File: config.mk
export PLATFORM = sky130hd
export DESIGN_NAME = rrec_top
export DESIGN_NICKNAME = d
export VERILOG_FILES = /design/src/rrec_pkg.sv /design/src/rrec_top.sv
export SDC_FILE = /design/constraint.sdc
export NUM_CORES = 2
export LEC_CHECK = 0
export BUFFER_PORTS_ARGS = -buffer_cell sky130_fd_sc_hd__buf_2
export CAP_MARGIN = 20
export CELL_PAD_IN_SITES_DETAIL_PLACEMENT = 1
export CELL_PAD_IN_SITES_GLOBAL_PLACEMENT = 1
export CORE_MARGIN = 3
export CORE_UTILIZATION = 60
export CTS_CLUSTER_DIAMETER = 80
export DETAILED_ROUTE_END_ITERATION = 8
export GPL_TIMING_DRIVEN = 0
export PLACE_DENSITY_LB_ADDON = 0.1
export REMOVE_ABC_BUFFERS = 1
export SLEW_MARGIN = 40
export SYNTH_ARGS = -nofsm -noshare
export SYNTH_HDL_FRONTEND = slang
export SYNTH_SLANG_ARGS = --single-unit
File: constraint.sdc
create_clock -name ref_clk_i -period 72 [get_ports ref_clk_i]
set_input_delay 14.4 -clock ref_clk_i [delete_from_list [all_inputs] [get_ports ref_clk_i]]
set_output_delay 14.4 -clock ref_clk_i [all_outputs]
set_load 0.01 [all_outputs]
File: src/rrec_pkg.sv
// Purpose: shared constants for the receive-side error check block
// Assumes: 32-bit apb data, one register per aligned word
// Notes:   offsets are byte addresses, reset values and timing are here
package rrec_pkg;

  // register byte offsets
  localparam logic [7:0] RREC_OFF_CTRL   = 8'h00;  // mode, fec, diversity
  localparam logic [7:0] RREC_OFF_THRESH = 8'h04;  // strength threshold, dbm
  localparam logic [7:0] RREC_OFF_RSSI   = 8'h08;  // strength query answer
  localparam logic [7:0] RREC_OFF_STAT   = 8'h0C;  // sticky events, w1c
  localparam logic [7:0] RREC_OFF_MASK   = 8'h10;  // interrupt mask
  localparam logic [7:0] RREC_OFF_LIVE   = 8'h14;  // live strength and state

  // control field positions
  localparam int RREC_CTRL_MODE_LSB = 0;           // two-bit check mode
  localparam int RREC_CTRL_FEC      = 2;           // forward correction on
  localparam int RREC_CTRL_DIV      = 3;           // second receiver in use

  // reset values
  localparam logic [1:0] RREC_RST_MODE   = 2'h0;   // no-check after reset
  localparam logic       RREC_RST_FEC    = 1'b0;
  localparam logic       RREC_RST_DIV    = 1'b0;
  localparam logic [7:0] RREC_RST_THRESH = 8'h92;  // -110 dbm
  localparam logic [4:0] RREC_RST_MASK   = 5'h00;

  // status bit positions
  localparam int RREC_ST_OK   = 0;                 // message delivered
  localparam int RREC_ST_ERR  = 1;                 // checksum failure
  localparam int RREC_ST_FIX  = 2;                 // bit corrected
  localparam int RREC_ST_EXP  = 3;                 // held strength expired
  localparam int RREC_ST_OVF  = 4;                 // full-mode overflow
  localparam int RREC_ST_W    = 5;

  // checksum: crc-16, x^16+x^12+x^5+1
  localparam logic [15:0] RREC_CRC_POLY = 16'h1021;
  localparam logic [15:0] RREC_CRC_INIT = 16'hFFFF;

  // code layout: 16 data bits plus 5 parity bits
  localparam int RREC_DATA_W = 16;
  localparam int RREC_CODE_W = 21;

  // timing
  localparam int RREC_CLK_HZ   = 25_000_000;
  localparam int RREC_HOLD_S   = 7;                // strength hold, seconds
  localparam int RREC_HOLD_CYC = RREC_HOLD_S * RREC_CLK_HZ;

  // check modes
  typedef enum logic [1:0] {
    RREC_CHK_NONE = 2'h0,
    RREC_CHK_PART = 2'h1,
    RREC_CHK_FULL = 2'h2
  } rrec_mode_t;

  // transmit sequencer, one-hot
  typedef enum logic [1:0] {
    RREC_TX_DATA = 2'b01,
    RREC_TX_CK   = 2'b10
  } rrec_tx_t;

endpackage

File: src/rrec_top.sv
// Purpose: fec encode/decode, sub-frame checksums, check modes, strength hold
// Assumes: code words arrive one per cycle; apb answers on second access cycle
// Notes:   terminal side has no back-pressure; buffer absorbs rate changes
//
// The APB slave port and the address map are this design's own decisions.
`timescale 1ns/1ns
module rrec_top #(
  parameter int SUB_WORDS = 4,                      // data words per sub-frame
  parameter int DEPTH     = 256,                    // receive buffer words
  parameter int HOLD_CYC  = rrec_pkg::RREC_HOLD_CYC // strength hold, cycles
) (
  input  wire logic                             ref_clk_i,
  input  wire logic                             rst_i,
  // apb slave
  input  wire logic                             psel_i,
  input  wire logic                             penable_i,
  input  wire logic                             pwrite_i,
  input  wire logic [7:0]                       paddr_i,
  input  wire logic [31:0]                      pwdata_i,
  output logic                                  pready_o,
  output logic [31:0]                           prdata_o,
  output logic                                  pslverr_o,
  output logic                                  irq_o,
  // radio front end
  input  wire logic                             rx_state_i,
  input  wire logic [7:0]                       rssi_a_i,
  input  wire logic [7:0]                       rssi_b_i,
  output logic                                  search_en_o,
  output logic                                  rx_sel_o,
  input  wire logic                             rx_valid_i,
  input  wire logic                             rx_last_i,
  input  wire logic [rrec_pkg::RREC_CODE_W-1:0] rx_code_i,
  output logic                                  rx_ready_o,
  // terminal side, received data
  output logic                                  term_valid_o,
  output logic [rrec_pkg::RREC_DATA_W-1:0]      term_data_o,
  // terminal side, data to send
  input  wire logic                             tx_valid_i,
  input  wire logic                             tx_last_i,
  input  wire logic [rrec_pkg::RREC_DATA_W-1:0] tx_data_i,
  output logic                                  tx_ready_o,
  output logic                                  tx_code_valid_o,
  output logic                                  tx_code_last_o,
  output logic [rrec_pkg::RREC_CODE_W-1:0]      tx_code_o
);
  import rrec_pkg::*;

  localparam int AW = $clog2(DEPTH);
  localparam int SW = $clog2(SUB_WORDS + 1);
  localparam logic [SW-1:0] SUB_LAST = SW'(SUB_WORDS - 1);
  localparam logic [SW-1:0] SUB_FULL = SW'(SUB_WORDS);
  localparam logic [AW:0]   ROOM     = (AW+1)'(DEPTH - 4);

  // crc over one data word
  function automatic logic [15:0] crc_word(input logic [15:0] c, input logic [15:0] d);
    logic [15:0] r;
    r = c;
    for (int i = 15; i >= 0; i--) begin
      r = (r[15] ^ d[i]) ? ((r << 1) ^ RREC_CRC_POLY) : (r << 1);
    end
    return r;
  endfunction

  // hamming encode: parity at positions 1,2,4,8,16
  function automatic logic [RREC_CODE_W-1:0] fec_enc(input logic [15:0] d);
    logic [RREC_CODE_W-1:0] c;
    int                     k;
    c = '0;
    k = 0;
    for (int p = 1; p <= RREC_CODE_W; p++) begin
      if ((p & (p - 1)) != 0) begin
        c[p-1] = d[k];
        k++;
      end
    end
    for (int b = 0; b < 5; b++) begin
      for (int p = 1; p <= RREC_CODE_W; p++) begin
        if (((p >> b) & 1) == 1 && p != (1 << b)) c[(1<<b)-1] ^= c[p-1];
      end
    end
    return c;
  endfunction

  // syndrome of a received code word
  function automatic logic [4:0] fec_syn(input logic [RREC_CODE_W-1:0] c);
    logic [4:0] s;
    s = '0;
    for (int p = 1; p <= RREC_CODE_W; p++) begin
      if (c[p-1]) s ^= 5'(p);
    end
    return s;
  endfunction

  // correct the flagged position and pull the data bits out
  function automatic logic [15:0] fec_dec(input logic [RREC_CODE_W-1:0] c,
                                          input logic [4:0] s);
    logic [RREC_CODE_W-1:0] f;
    logic [15:0]            d;
    int                     k;
    f = c;
    d = '0;
    k = 0;
    if (s != 5'h00 && s <= 5'(RREC_CODE_W)) f[s-1] = ~f[s-1];
    for (int p = 1; p <= RREC_CODE_W; p++) begin
      if ((p & (p - 1)) != 0) begin
        d[k] = f[p-1];
        k++;
      end
    end
    return d;
  endfunction

  // configuration and status registers
  logic [1:0]          mode_q;       // check mode
  logic                fec_q;        // forward correction on
  logic                div_q;        // second receiver fitted and in use
  logic [7:0]          thresh_q;     // search threshold, signed dbm
  logic [RREC_ST_W-1:0] stat_q;      // sticky events
  logic [RREC_ST_W-1:0] mask_q;      // interrupt enables
  logic [RREC_ST_W-1:0] ev_set;      // events this cycle

  // apb access phase, answered one cycle after it starts
  logic acc;
  logic wr_hit;
  assign acc    = psel_i & penable_i & ~pready_o;
  assign wr_hit = psel_i & penable_i & pready_o & pwrite_i;

  // strength state
  logic [7:0]  meas_a_q, meas_b_q;   // live strength per receiver
  logic [7:0]  rec_a_q, rec_b_q;     // strength held from last message
  logic [31:0] hold_q;               // hold countdown
  logic [7:0]  best_live;            // stronger live receiver
  logic [7:0]  best_rec;             // stronger held value
  logic        b_wins;               // second receiver stronger

  // receive path
  logic [RREC_DATA_W-1:0] buf_q [DEPTH];  // message and sub-frame store
  logic [AW:0]   wr_q, ok_q, rd_q;        // write, verified, read pointers
  logic [SW-1:0] sub_q;                   // words in current sub-frame
  logic [15:0]   rcrc_q;                  // running receive checksum
  logic          drop_q;                  // rest of message is discarded
  logic          take;
  logic [4:0]    syn;
  logic [15:0]   rdat;
  logic          is_ck;
  logic          good;
  logic [AW:0]   used;

  // transmit path
  rrec_tx_t      tx_st_q;
  logic [SW-1:0] tsub_q;
  logic [15:0]   tcrc_q;
  logic          tlast_q;
  logic          tx_take;

  // registers written by software
  always_ff @(posedge ref_clk_i) begin
    if (rst_i) begin
      mode_q   <= RREC_RST_MODE;
      fec_q    <= RREC_RST_FEC;
      div_q    <= RREC_RST_DIV;
      thresh_q <= RREC_RST_THRESH;
      mask_q   <= RREC_RST_MASK;
    end else if (wr_hit) begin
      unique case (paddr_i)
        RREC_OFF_CTRL: begin
          mode_q <= pwdata_i[RREC_CTRL_MODE_LSB +: 2];
          fec_q  <= pwdata_i[RREC_CTRL_FEC];
          div_q  <= pwdata_i[RREC_CTRL_DIV];
        end
        RREC_OFF_THRESH: thresh_q <= pwdata_i[7:0];
        RREC_OFF_MASK:   mask_q   <= pwdata_i[RREC_ST_W-1:0];
        default: ;                               // read-only or unmapped
      endcase
    end
  end

  // sticky status; a new event beats a same-cycle clear
  always_ff @(posedge ref_clk_i) begin
    if (rst_i) begin
      stat_q <= '0;
    end else if (wr_hit && paddr_i == RREC_OFF_STAT) begin
      stat_q <= (stat_q & ~pwdata_i[RREC_ST_W-1:0]) | ev_set;
    end else begin
      stat_q <= stat_q | ev_set;
    end
  end

  // interrupt level, registered
  always_ff @(posedge ref_clk_i) begin
    if (rst_i) irq_o <= 1'b0;
    else       irq_o <= |(stat_q & mask_q);
  end

  // apb answer: pready one cycle into the access phase
  always_ff @(posedge ref_clk_i) begin
    if (rst_i) begin
      pready_o  <= 1'b0;
      prdata_o  <= '0;
      pslverr_o <= 1'b0;
    end else begin
      pready_o  <= acc;
      pslverr_o <= 1'b0;
      prdata_o  <= '0;
      if (acc) begin
        unique case (paddr_i)
          RREC_OFF_CTRL:   prdata_o <= {28'h000_0000, div_q, fec_q, mode_q};
          RREC_OFF_THRESH: prdata_o <= {24'h00_0000, thresh_q};
          RREC_OFF_RSSI:   prdata_o <= {24'h00_0000, best_rec};
          RREC_OFF_STAT:   prdata_o <= {27'h000_0000, stat_q};
          RREC_OFF_MASK:   prdata_o <= {27'h000_0000, mask_q};
          RREC_OFF_LIVE:   prdata_o <= {22'h00_0000, search_en_o, rx_sel_o, best_live};
          default:         pslverr_o <= 1'b1;    // unmapped reads zero, error
        endcase
      end
    end
  end

  // strength comparisons, signed dbm
  assign b_wins    = div_q && ($signed(meas_b_q) > $signed(meas_a_q));
  assign best_live = b_wins ? meas_b_q : meas_a_q;
  assign best_rec  = (div_q && $signed(rec_b_q) > $signed(rec_a_q)) ? rec_b_q : rec_a_q;

  // live strength, refreshed every cycle of the receive state
  always_ff @(posedge ref_clk_i) begin
    if (rst_i) begin
      meas_a_q <= 8'h80;
      meas_b_q <= 8'h80;
    end else if (rx_state_i) begin
      meas_a_q <= rssi_a_i;
      meas_b_q <= rssi_b_i;
    end
  end

  // search gate and receiver choice
  always_ff @(posedge ref_clk_i) begin
    if (rst_i) begin
      search_en_o <= 1'b0;
      rx_sel_o    <= 1'b0;
    end else begin
      search_en_o <= rx_state_i && ($signed(best_live) > $signed(thresh_q));
      rx_sel_o    <= b_wins;
    end
  end

  // held strength: caught at message end, zeroed when the hold runs out
  always_ff @(posedge ref_clk_i) begin
    if (rst_i) begin
      rec_a_q <= '0;
      rec_b_q <= '0;
      hold_q  <= '0;
    end else if (take && rx_last_i) begin
      rec_a_q <= meas_a_q;
      rec_b_q <= div_q ? meas_b_q : 8'h80;
      hold_q  <= 32'(HOLD_CYC);
    end else if (hold_q == 32'h0000_0001) begin
      rec_a_q <= '0;
      rec_b_q <= '0;
      hold_q  <= '0;
    end else if (hold_q != '0) begin
      hold_q <= hold_q - 32'h0000_0001;
    end
  end

  // receive word decode
  assign take  = rx_valid_i & rx_ready_o;
  assign syn   = fec_q ? fec_syn(rx_code_i) : 5'h00;
  assign rdat  = fec_q ? fec_dec(rx_code_i, syn) : rx_code_i[15:0];
  assign is_ck = (sub_q == SUB_FULL) || rx_last_i;
  assign good  = (rdat == rcrc_q);
  assign used  = wr_q - rd_q;

  // event sources
  always_comb begin
    ev_set = '0;
    ev_set[RREC_ST_FIX] = take && syn != 5'h00;
    ev_set[RREC_ST_EXP] = hold_q == 32'h0000_0001;
    ev_set[RREC_ST_ERR] = take && is_ck && !good && mode_q != RREC_CHK_NONE;
    ev_set[RREC_ST_OK]  = take && rx_last_i && !drop_q && (good || mode_q == RREC_CHK_NONE);
    ev_set[RREC_ST_OVF] = take && !is_ck && !drop_q && mode_q[1] && used >= ROOM;
  end

  // buffer write; checksum words are never stored
  always_ff @(posedge ref_clk_i) begin
    if (take && !is_ck && !drop_q) buf_q[wr_q[AW-1:0]] <= rdat;
  end

  // receive checker: pointers, sub-frame count, discard state
  always_ff @(posedge ref_clk_i) begin
    if (rst_i) begin
      wr_q   <= '0;
      ok_q   <= '0;
      sub_q  <= '0;
      rcrc_q <= RREC_CRC_INIT;
      drop_q <= 1'b0;
    end else if (take) begin
      if (!is_ck) begin
        sub_q  <= sub_q + SW'(1);
        rcrc_q <= crc_word(rcrc_q, rdat);
        if (mode_q[1] && !drop_q && used >= ROOM) begin
          drop_q <= 1'b1;                        // full mode cannot fit it
          wr_q   <= ok_q;
        end else if (!drop_q) begin
          wr_q <= wr_q + 1'b1;
          if (mode_q == RREC_CHK_NONE) ok_q <= wr_q + 1'b1;
        end
      end else begin
        sub_q  <= '0;
        rcrc_q <= RREC_CRC_INIT;
        unique case (mode_q)
          RREC_CHK_NONE: ;
          RREC_CHK_PART: begin
            if (good && !drop_q) begin
              ok_q <= wr_q;
            end else begin
              wr_q   <= ok_q;
              drop_q <= 1'b1;
            end
          end
          default: begin
            if (!good) drop_q <= 1'b1;
            if (rx_last_i) begin
              if (good && !drop_q) ok_q <= wr_q;
              else                 wr_q <= ok_q;
            end
          end
        endcase
        if (rx_last_i) drop_q <= 1'b0;           // next message starts clean
      end
    end
  end

  // receive flow: full mode never stalls, it drops on overflow instead
  always_ff @(posedge ref_clk_i) begin
    if (rst_i) rx_ready_o <= 1'b0;
    else       rx_ready_o <= mode_q[1] || (used < ROOM);
  end

  // drain released words to the terminal; no-check mode releases each word unverified
  always_ff @(posedge ref_clk_i) begin
    if (rst_i) begin
      rd_q         <= '0;
      term_valid_o <= 1'b0;
      term_data_o  <= '0;
    end else if (rd_q != ok_q) begin
      term_valid_o <= 1'b1;
      term_data_o  <= buf_q[rd_q[AW-1:0]];
      rd_q         <= rd_q + 1'b1;
    end else begin
      term_valid_o <= 1'b0;
    end
  end

  // transmit sequencer: data words, then a checksum word per sub-frame
  assign tx_take = tx_valid_i & tx_ready_o;

  always_ff @(posedge ref_clk_i) begin
    if (rst_i) begin
      tx_st_q         <= RREC_TX_DATA;
      tsub_q          <= '0;
      tcrc_q          <= RREC_CRC_INIT;
      tlast_q         <= 1'b0;
      tx_ready_o      <= 1'b0;
      tx_code_valid_o <= 1'b0;
      tx_code_last_o  <= 1'b0;
      tx_code_o       <= '0;
    end else begin
      tx_code_valid_o <= 1'b0;
      tx_code_last_o  <= 1'b0;
      unique case (tx_st_q)
        RREC_TX_DATA: begin
          tx_ready_o <= 1'b1;
          if (tx_take) begin
            tx_code_valid_o <= 1'b1;
            tx_code_o <= fec_q ? fec_enc(tx_data_i)
                               : {5'h00, tx_data_i};
            tcrc_q    <= crc_word(tcrc_q, tx_data_i);
            tsub_q    <= tsub_q + SW'(1);
            tlast_q   <= tx_last_i;
            if (tsub_q == SUB_LAST || tx_last_i) begin
              tx_st_q    <= RREC_TX_CK;
              tx_ready_o <= 1'b0;
            end
          end
        end
        RREC_TX_CK: begin
          tx_code_valid_o <= 1'b1;
          tx_code_last_o  <= tlast_q;
          tx_code_o <= fec_q ? fec_enc(tcrc_q) : {5'h00, tcrc_q};
          tcrc_q     <= RREC_CRC_INIT;
          tsub_q     <= '0;
          tx_st_q    <= RREC_TX_DATA;
          tx_ready_o <= 1'b1;
        end
      endcase
    end
  end

endmodule

Yosys cells after proc, flatten, opt, wreduce, memory -nomap -nowiden
Memory sizes are Yosys's and may differ from the RTL's. A register that Yosys moved wholly into a read port is not among the register bits.
Index checks and enable logic that the tools add are counted.
Widths: inputs -> output; s select.
{"block": "word_totals", "ff_bits": 218, "latch_bits": 0, "ramBits": 4096, "rom_bits": 0, "output_inout_bits": 79, "elab_cells": 869, "mem_count": 1}
{"block": "classes", "add_sub_neg": 35, "n_mul": 0, "div": 0, "magnitude_cmp": 38, "n_eq_ne": 23, "shift": 0, "muxes": 520, "bitwise_logic": 169, "reduce_logical": 49}
{"name": "buf_q", "depth": 256, "word_bits": 16, "read_ports": 1, "rd_clocked_by_memory_dff": 1, "wr": 1, "line_no": "rrec_top.sv:137", "rtl": "logic [RREC_DATA_W-1:0] buf_q [DEPTH];"}
{"op": "$mux 32", "n": 75}
{"op": "$lt 32x6->1 const B", "n": 31}
{"op": "$add 32x2->32 const B", "n": 28}
{"op": "$mux 13", "n": 32}
{"op": "$mux 1", "n": 320}
{"op": "$bmux 1 s4", "n": 30}
{"op": "$not 3->3", "n": 38}
{"op": "$xor 1x1->1", "n": 102}
{"op": "$mux 21", "n": 4}
{"op": "$mux 28", "n": 3}
{"op": "$mux 9", "n": 9}
{"op": "$pmux 10 s6", "n": 1}
{"op": "$mux 16", "n": 3}
{"op": "$mux 8", "n": 6}
{"op": "$pmux 21 s2", "n": 1}
{"op": "$mux 5", "n": 8}
{"op": "$eq 32x1->1 const B", "n": 1}
{"op": "$ge 32x1->1 const B", "n": 1}
{"op": "$mux 4", "n": 8}
{"op": "$pmux 16 s2", "n": 1}
{"op": "$reduce_bool 32->1", "n": 1}
{"op": "$sub 32x1->32 const B", "n": 1}
{"op": "$gt 8x8->1", "n": 3}
{"op": "$bwmux 21", "n": 1}
{"op": "55 further kinds", "n": 126}

Longest topological paths before layout
{"block": "depth", "word_depth": 79, "ltp_mapped": 26, "mapped_depth_nobuf": 26}

Worst setup path before layout
No wires, ideal clock.
{"block": "synth_path", "kind": "input -> register", "start": "in rx_code_i[2] in the netlist's numbering", "end": "mem buf_q[0][12] (data pin)", "setup_time_ps": 3367, "arrival_ps": 33104, "slack_ps": 35529, "cell_stages": 12, "path_buffers": 1, "cell_sequence": "buf_2 > xor2_1 > xnor3_2 > xnor2_4 > nand2_2 > inv_1 > ha_1 > inv_1 > a211o_1 > a32o_1 > a211o_1 > o311ai_0"}
{"block": "synth_via", "elab_chain_len": 37}
{"item": "from (decl)", "line_no": "rrec_top.sv:32", "rtl": "input wire logic [rrec_pkg::RREC_CODE_W-1:0] rx_code_i,"}
{"item": "$mux 2", "line_no": "rrec_top.sv:89", "rtl": "if (c[p-1]) s ^= 5'(p);"}
{"item": "$mux 3", "line_no": "rrec_top.sv:89"}
{"item": "$not 2->2 (no source line)"}
{"item": "$mux 3 (2 in series)", "line_no": "rrec_top.sv:89"}
{"item": "$not 3->3 (no source line)"}
{"item": "$mux 3", "line_no": "rrec_top.sv:89"}
{"item": "$mux 4", "line_no": "rrec_top.sv:89"}
{"item": "$not 2->2 (no source line)"}
{"item": "[21 not listed]"}
{"item": "$ge 32x1->1 (not written as such) or $lt 32x6->1 (tied branches)", "line_no": "rrec_top.sv:103", "rtl": "if (s != 5'h00 && s <= 5'(RREC_CODE_W)) f[s-1] = ~f[s-1];"}
{"item": "$logic_and 1x1->1 (not written as such)", "line_no": "rrec_top.sv:103"}
{"item": "$mux 1 (not written as such)", "line_no": "rrec_top.sv:103"}
{"item": "$demux 1 s5", "line_no": "rrec_top.sv:103"}
{"item": "$bwmux 21", "line_no": "rrec_top.sv:103"}
{"item": "$mux 21 *", "line_no": "rrec_top.sv:103"}
{"item": "$mux 16 *", "line_no": "rrec_top.sv:268", "rtl": "assign rdat = fec_q ? fec_dec(rx_code_i, syn) : rx_code_i[15:0];"}
{"item": "net rdat[12]", "line_no": "rrec_top.sv:144", "rtl": "logic [15:0] rdat;"}
{"item": "to (decl)", "line_no": "rrec_top.sv:137"}
Mark *: on every way through the listed nets, which the timed path passes. The rest lies on a longest branch. The select of a mux whose other input is x is not followed.

Worst setup path after layout
{"block": "layout_path", "start": "in rx_code_i[10] in the netlist's numbering", "end": "mem buf_q[236][12] (data pin)"}
{"block": "layout_via", "elab_chain_len": 25}
{"item": "$mux 4 (2 in series)", "line_no": "rrec_top.sv:89"}
{"item": "$not 3->3 (no source line)"}
{"item": "$mux 4 (2 in series)", "line_no": "rrec_top.sv:89"}
{"item": "$not 4->4 (no source line)"}
{"item": "$mux 4", "line_no": "rrec_top.sv:89"}
{"item": "$mux 5", "line_no": "rrec_top.sv:89"}
{"item": "$not 2->2 (no source line)"}
{"item": "$mux 5 (2 in series)", "line_no": "rrec_top.sv:89"}
{"item": "[7 not listed]"}
{"item": "$ge 32x1->1 (not written as such) or $lt 32x6->1 (tied branches)", "line_no": "rrec_top.sv:103"}
{"item": "$logic_and 1x1->1 (not written as such)", "line_no": "rrec_top.sv:103"}
{"item": "$mux 1 (not written as such)", "line_no": "rrec_top.sv:103"}
{"item": "$demux 1 s5", "line_no": "rrec_top.sv:103"}
{"item": "$bwmux 21", "line_no": "rrec_top.sv:103"}
{"item": "$mux 21 *", "line_no": "rrec_top.sv:103"}
{"item": "$mux 16 *", "line_no": "rrec_top.sv:268"}
{"item": "net rdat[12]", "line_no": "rrec_top.sv:144"}
Marks and branches as above.

==> results by group <==
Run status
  – Status: finished, violations left
  – Failing checks: DRC

Yosys
  – Post-synthesis compound-gate area fraction: 3.05%
  – Sequential area share after synthesis: 74.6%
  – Main combinational cell family by area after synthesis: multiplexers
  – Post-synth EDFFs: 4096
  – Simple-gate portion of the synthesized area: about 2.6%
  – Multiplexer area fraction after synthesis: around 17%
  – Synthesis-stage register bit count: 4308
  – Synth unique cells: 94
  – Post-Synth XOR/XNOR Area: approximately 1.4%
  – Syn_area_per_cell: 20.3 sq um
  – Post-Syn Instances: approximately 8400
  – Ys flop type: edfxtp_1
  – Post-Synth Adder-Cell Area: less than 1%
  – Ys Warns: 0
  – Netlist Area Pre-Place: about 170000 sq um
  – FFs w/ async S/R, synth: 0%

STA
  – Tightest Pin Transition: 0.990 ns
  – Final Hold Viols: 0
  – Maximum clock rate: 0.0494 GHz
  – Unrepaired setup endpoints after global routing: false
  – Tcrit/Tclk final: 28.1%
  – Slew margin rel.: 33.7%
  – Min Tclk post-route: 20.25 ns
  – Final WS setup: 51.75 ns
  – Skew final: 0.0542 ns
  – Hold slack final: 0.451 ns
  – Final Setup Violations: 0
  – Fin. max-slew vios: 0

Clock network
  – Clock Sinks: 4308
  – Clk root buf: clkbuf_16
  – # Post-CTS Setup Buffers: 0
  – Worst-Skew Late Latency: 1.01 ns
  – Total CTS buffers: 425
  – CTS tree: yes
  – Post-CTS Hold Buffers: 0
  – Post_cts resized: 0
  – Number of H-tree levels: 5
  – Bufs on Longest Clock Path: 4
  – Clock Pin Slew Worst Setup and Hold Paths: about 0.06 ns

Global routing
  – Vias in the first global route: 98800
  – Total track usage: around 38%
  – Total grt overflow: 0
  – Wire length of the first global-routing pass: a little under 800000 um
  – Initial antenna violation count: 42
  – Largest net degree at the start of global routing: 98

Place
  – Routability congestion estimate: 0.818
  – DP HPWL: 330000 um
  – Pre-CTS WS: a little over 50 ns
  – Port bufs: 135
  – Dpl cells: 12300

Route
  – DRT Wirelength: 558000 um
  – Pre-antenna DRT Iters: 9
  – Via density per instance: 7.32
  – Total number of vias: 96200
  – Detail Route Antenna Nets: 0
  – Initial DRC Count: 16100
  – WL per Instance: 42.4 um
  – Drt drc: 1

Cells and area
  – Commonest non-fill, non-tap cell in the layout: edfxtp_1
  – FF/Latch Area: about 130000 sq um
  – Synth-to-Final Area Change: 17.4%
  – Layout fillers: 21700
  – Fin nets: just over 9000
  – Fin cells: 13200
  – Share of cells above drive strength 1: 30.7%
  – Final core utilization: 70.8%
  – Most frequent cells in the layout: edfxtp_1 (4096), mux4_2 (1136), clkbuf_16 (428)
  – Multi-input gate area: 43800 sq um

Power
  – PwrDens: approximately 32 nW/um^2
  – Logic pwr share: 19.9%
  – Seq pwr share: 44.1%
  – Max IR drop VDD: 0.0261 mV
  – Clock share of power: 36.0%
  – Switching share of power: 27.7%
  – Internal power: 4.59 mW
  – Net Sw Power: 1.76 mW
  – Pleak: between 60 and 70 nW

Floorplanning
  – DIE AREA: 291000 sq um
  – Die boundary width: around 540 um
  – Core ar.: 283000 sq um
  – Ports: 182
  – Die height: around 540 um
  – Initial core utilization: 60.4%
  – Row cnt: approximately 200

Worst hold path
  – Hold/Removal Path Class: register to register
  – Worst hold start: tx_code_o[12]$_SDFFE_PP0P_

Critical path
  – CP Class: input pin to register
  – Worst Setup Start Kind: input pin
  – Crit path required time: 72.81 ns
  – Crit path max fanout: 13
  – Worst setup path start: rx_code_i[10]
  – Reg-to-Reg Start: rd_q[0]$_SDFFE_PP0P_
  – Worst setup EP type: register
  – CP Data Arrival Time: between 20 and 25 ns

Job
  – MaxCap Viol Count: 0
## worst max-delay path: stages
cell      delay (ns)
buf_2           0.28
xor2_4          0.23
xnor3_1         0.46
xnor2_2         0.46
nand2_1         0.25
ha_1            0.43
inv_1           0.30
o21ai_2         0.13
a32o_1          0.31
a211o_1         0.45
o311ai_2        0.52
buf_2           0.31
buf_2           0.29
buf_4           0.25
buf_4           0.24
buf_2           0.23
buf_2           0.29
buf_2           0.32
buf_2           0.32
buf_2           0.30
buf_4           0.23
## power by group through the flow
stage | combinational, mW | clock (mW) | sequential, mW
2_1_floorplan | 1.99 | 0 | 2.98
3_3_place_gp | 2.83 | 0 | 3.08
3_5_place_dp | 1.20 | 0 | 2.85
4_1_cts | 1.24 | 2.29 | 2.80
5_1_grt | 1.31 | 2.39 | 2.80
6_report | 1.26 | 2.29 | 2.80
## cell families (layout without fill, tap and decap cells)
group / Yosys count / in the layout
compound gates: 792 / 792
xor+xnor: 244 / 244
fa+ha+maj: 49 / 49
buf+inv: 562 / 1526
flops: 4308 / 4308
mux: 1422 / 1422
other cells: 1 / 40
simple gates: 1029 / 1029
## worst paths after layout
path                                end  slack, ns  depth (start not counted)
min          tx_code_o[12]$_SDFFE_PP0P_       0.45                          2
max            buf_q[236][12]$_DFFE_PP_      51.75                         21
min reg2reg  tx_code_o[12]$_SDFFE_PP0P_       0.45                          2
max reg2reg        wr_q[2]$_SDFFE_PP0P_      65.40                         22
## final cells by class
cell class / count / share of cell area [%]
Sequential cell: 4308 / 63.6
Multi-Input combinational cell: 3558 / 21.9
Clock buffer: 504 / 5.50
Timing Repair Buffer: 683 / 5.15
Tap cell: 3743 / 2.34
Clock inverter: 281 / 1.40
Inverter: 58 / 0.128
Antenna cell: 18 / 0.0225
## flip-flops by register name, summed over array words and instances (netlist names), 3 cells and up
signal and cells:
meas_b_q 8, stat_q 5, thresh_q 8, term_data_o 16, sub_q 3, hold_q 32
meas_a_q 8, buf_q 4096, rd_q 9, mask_q 5, tcrc_q 16, tx_code_o 21
prdata_o 10, rec_b_q 8, tsub_q 3, rcrc_q 16, wr_q 9, rec_a_q 8
ok_q 9
## synthesized netlist by cell type (all sizes together) (24+ instances only)
| cell | instances | area share [%] |
|---|---|---|
| mux2i | 259 | 1.5 |
| dfxtp | 212 | 2.5 |
| a31oi | 31 | 0.11 |
| nand3 | 47 | 0.14 |
| nand2 | 325 | 0.72 |
| a21oi | 210 | 0.62 |
| xnor2 | 170 | 0.90 |
| nor2 | 473 | 1.0 |
| o21ai | 152 | 0.45 |
| nor3 | 44 | 0.14 |
| o22ai | 105 | 0.39 |
| edfxtp | 4096 | 72 |
| o221ai | 94 | 0.48 |
| a211oi | 43 | 0.19 |
| inv | 56 | 0.12 |
| xor2 | 65 | 0.36 |
| mux2 | 27 | 0.18 |
| mux4 | 1136 | 15 |
| ha | 48 | 0.35 |
| buf | 174 | 0.46 |
| nand2b | 24 | 0.088 |
| clkbuf | 330 | 0.73 |
## routing by layer
layer	vias to the layer above	global-route usage [%]	wire length (um)
met1	50200	52.3	190000
met2	8429	59.5	263000
met5	-	0	158
met3	1600	9.75	72000
li1	36000	-	-
met4	24	18.2	32700
## metrics by stage
stage          total power [mW]  setup TNS, ns  instance area [sq um]
6_report                   6.34              0                 200000
5_1_grt                    6.49              0                 200000
4_1_cts                    6.32              0                 200000
3_5_place_dp               4.05              0                 186000
3_3_place_gp               5.91        -101.12                 174000
2_1_floorplan              4.97              0                 169000
Note: power is estimated with default switching activity, not from simulation.
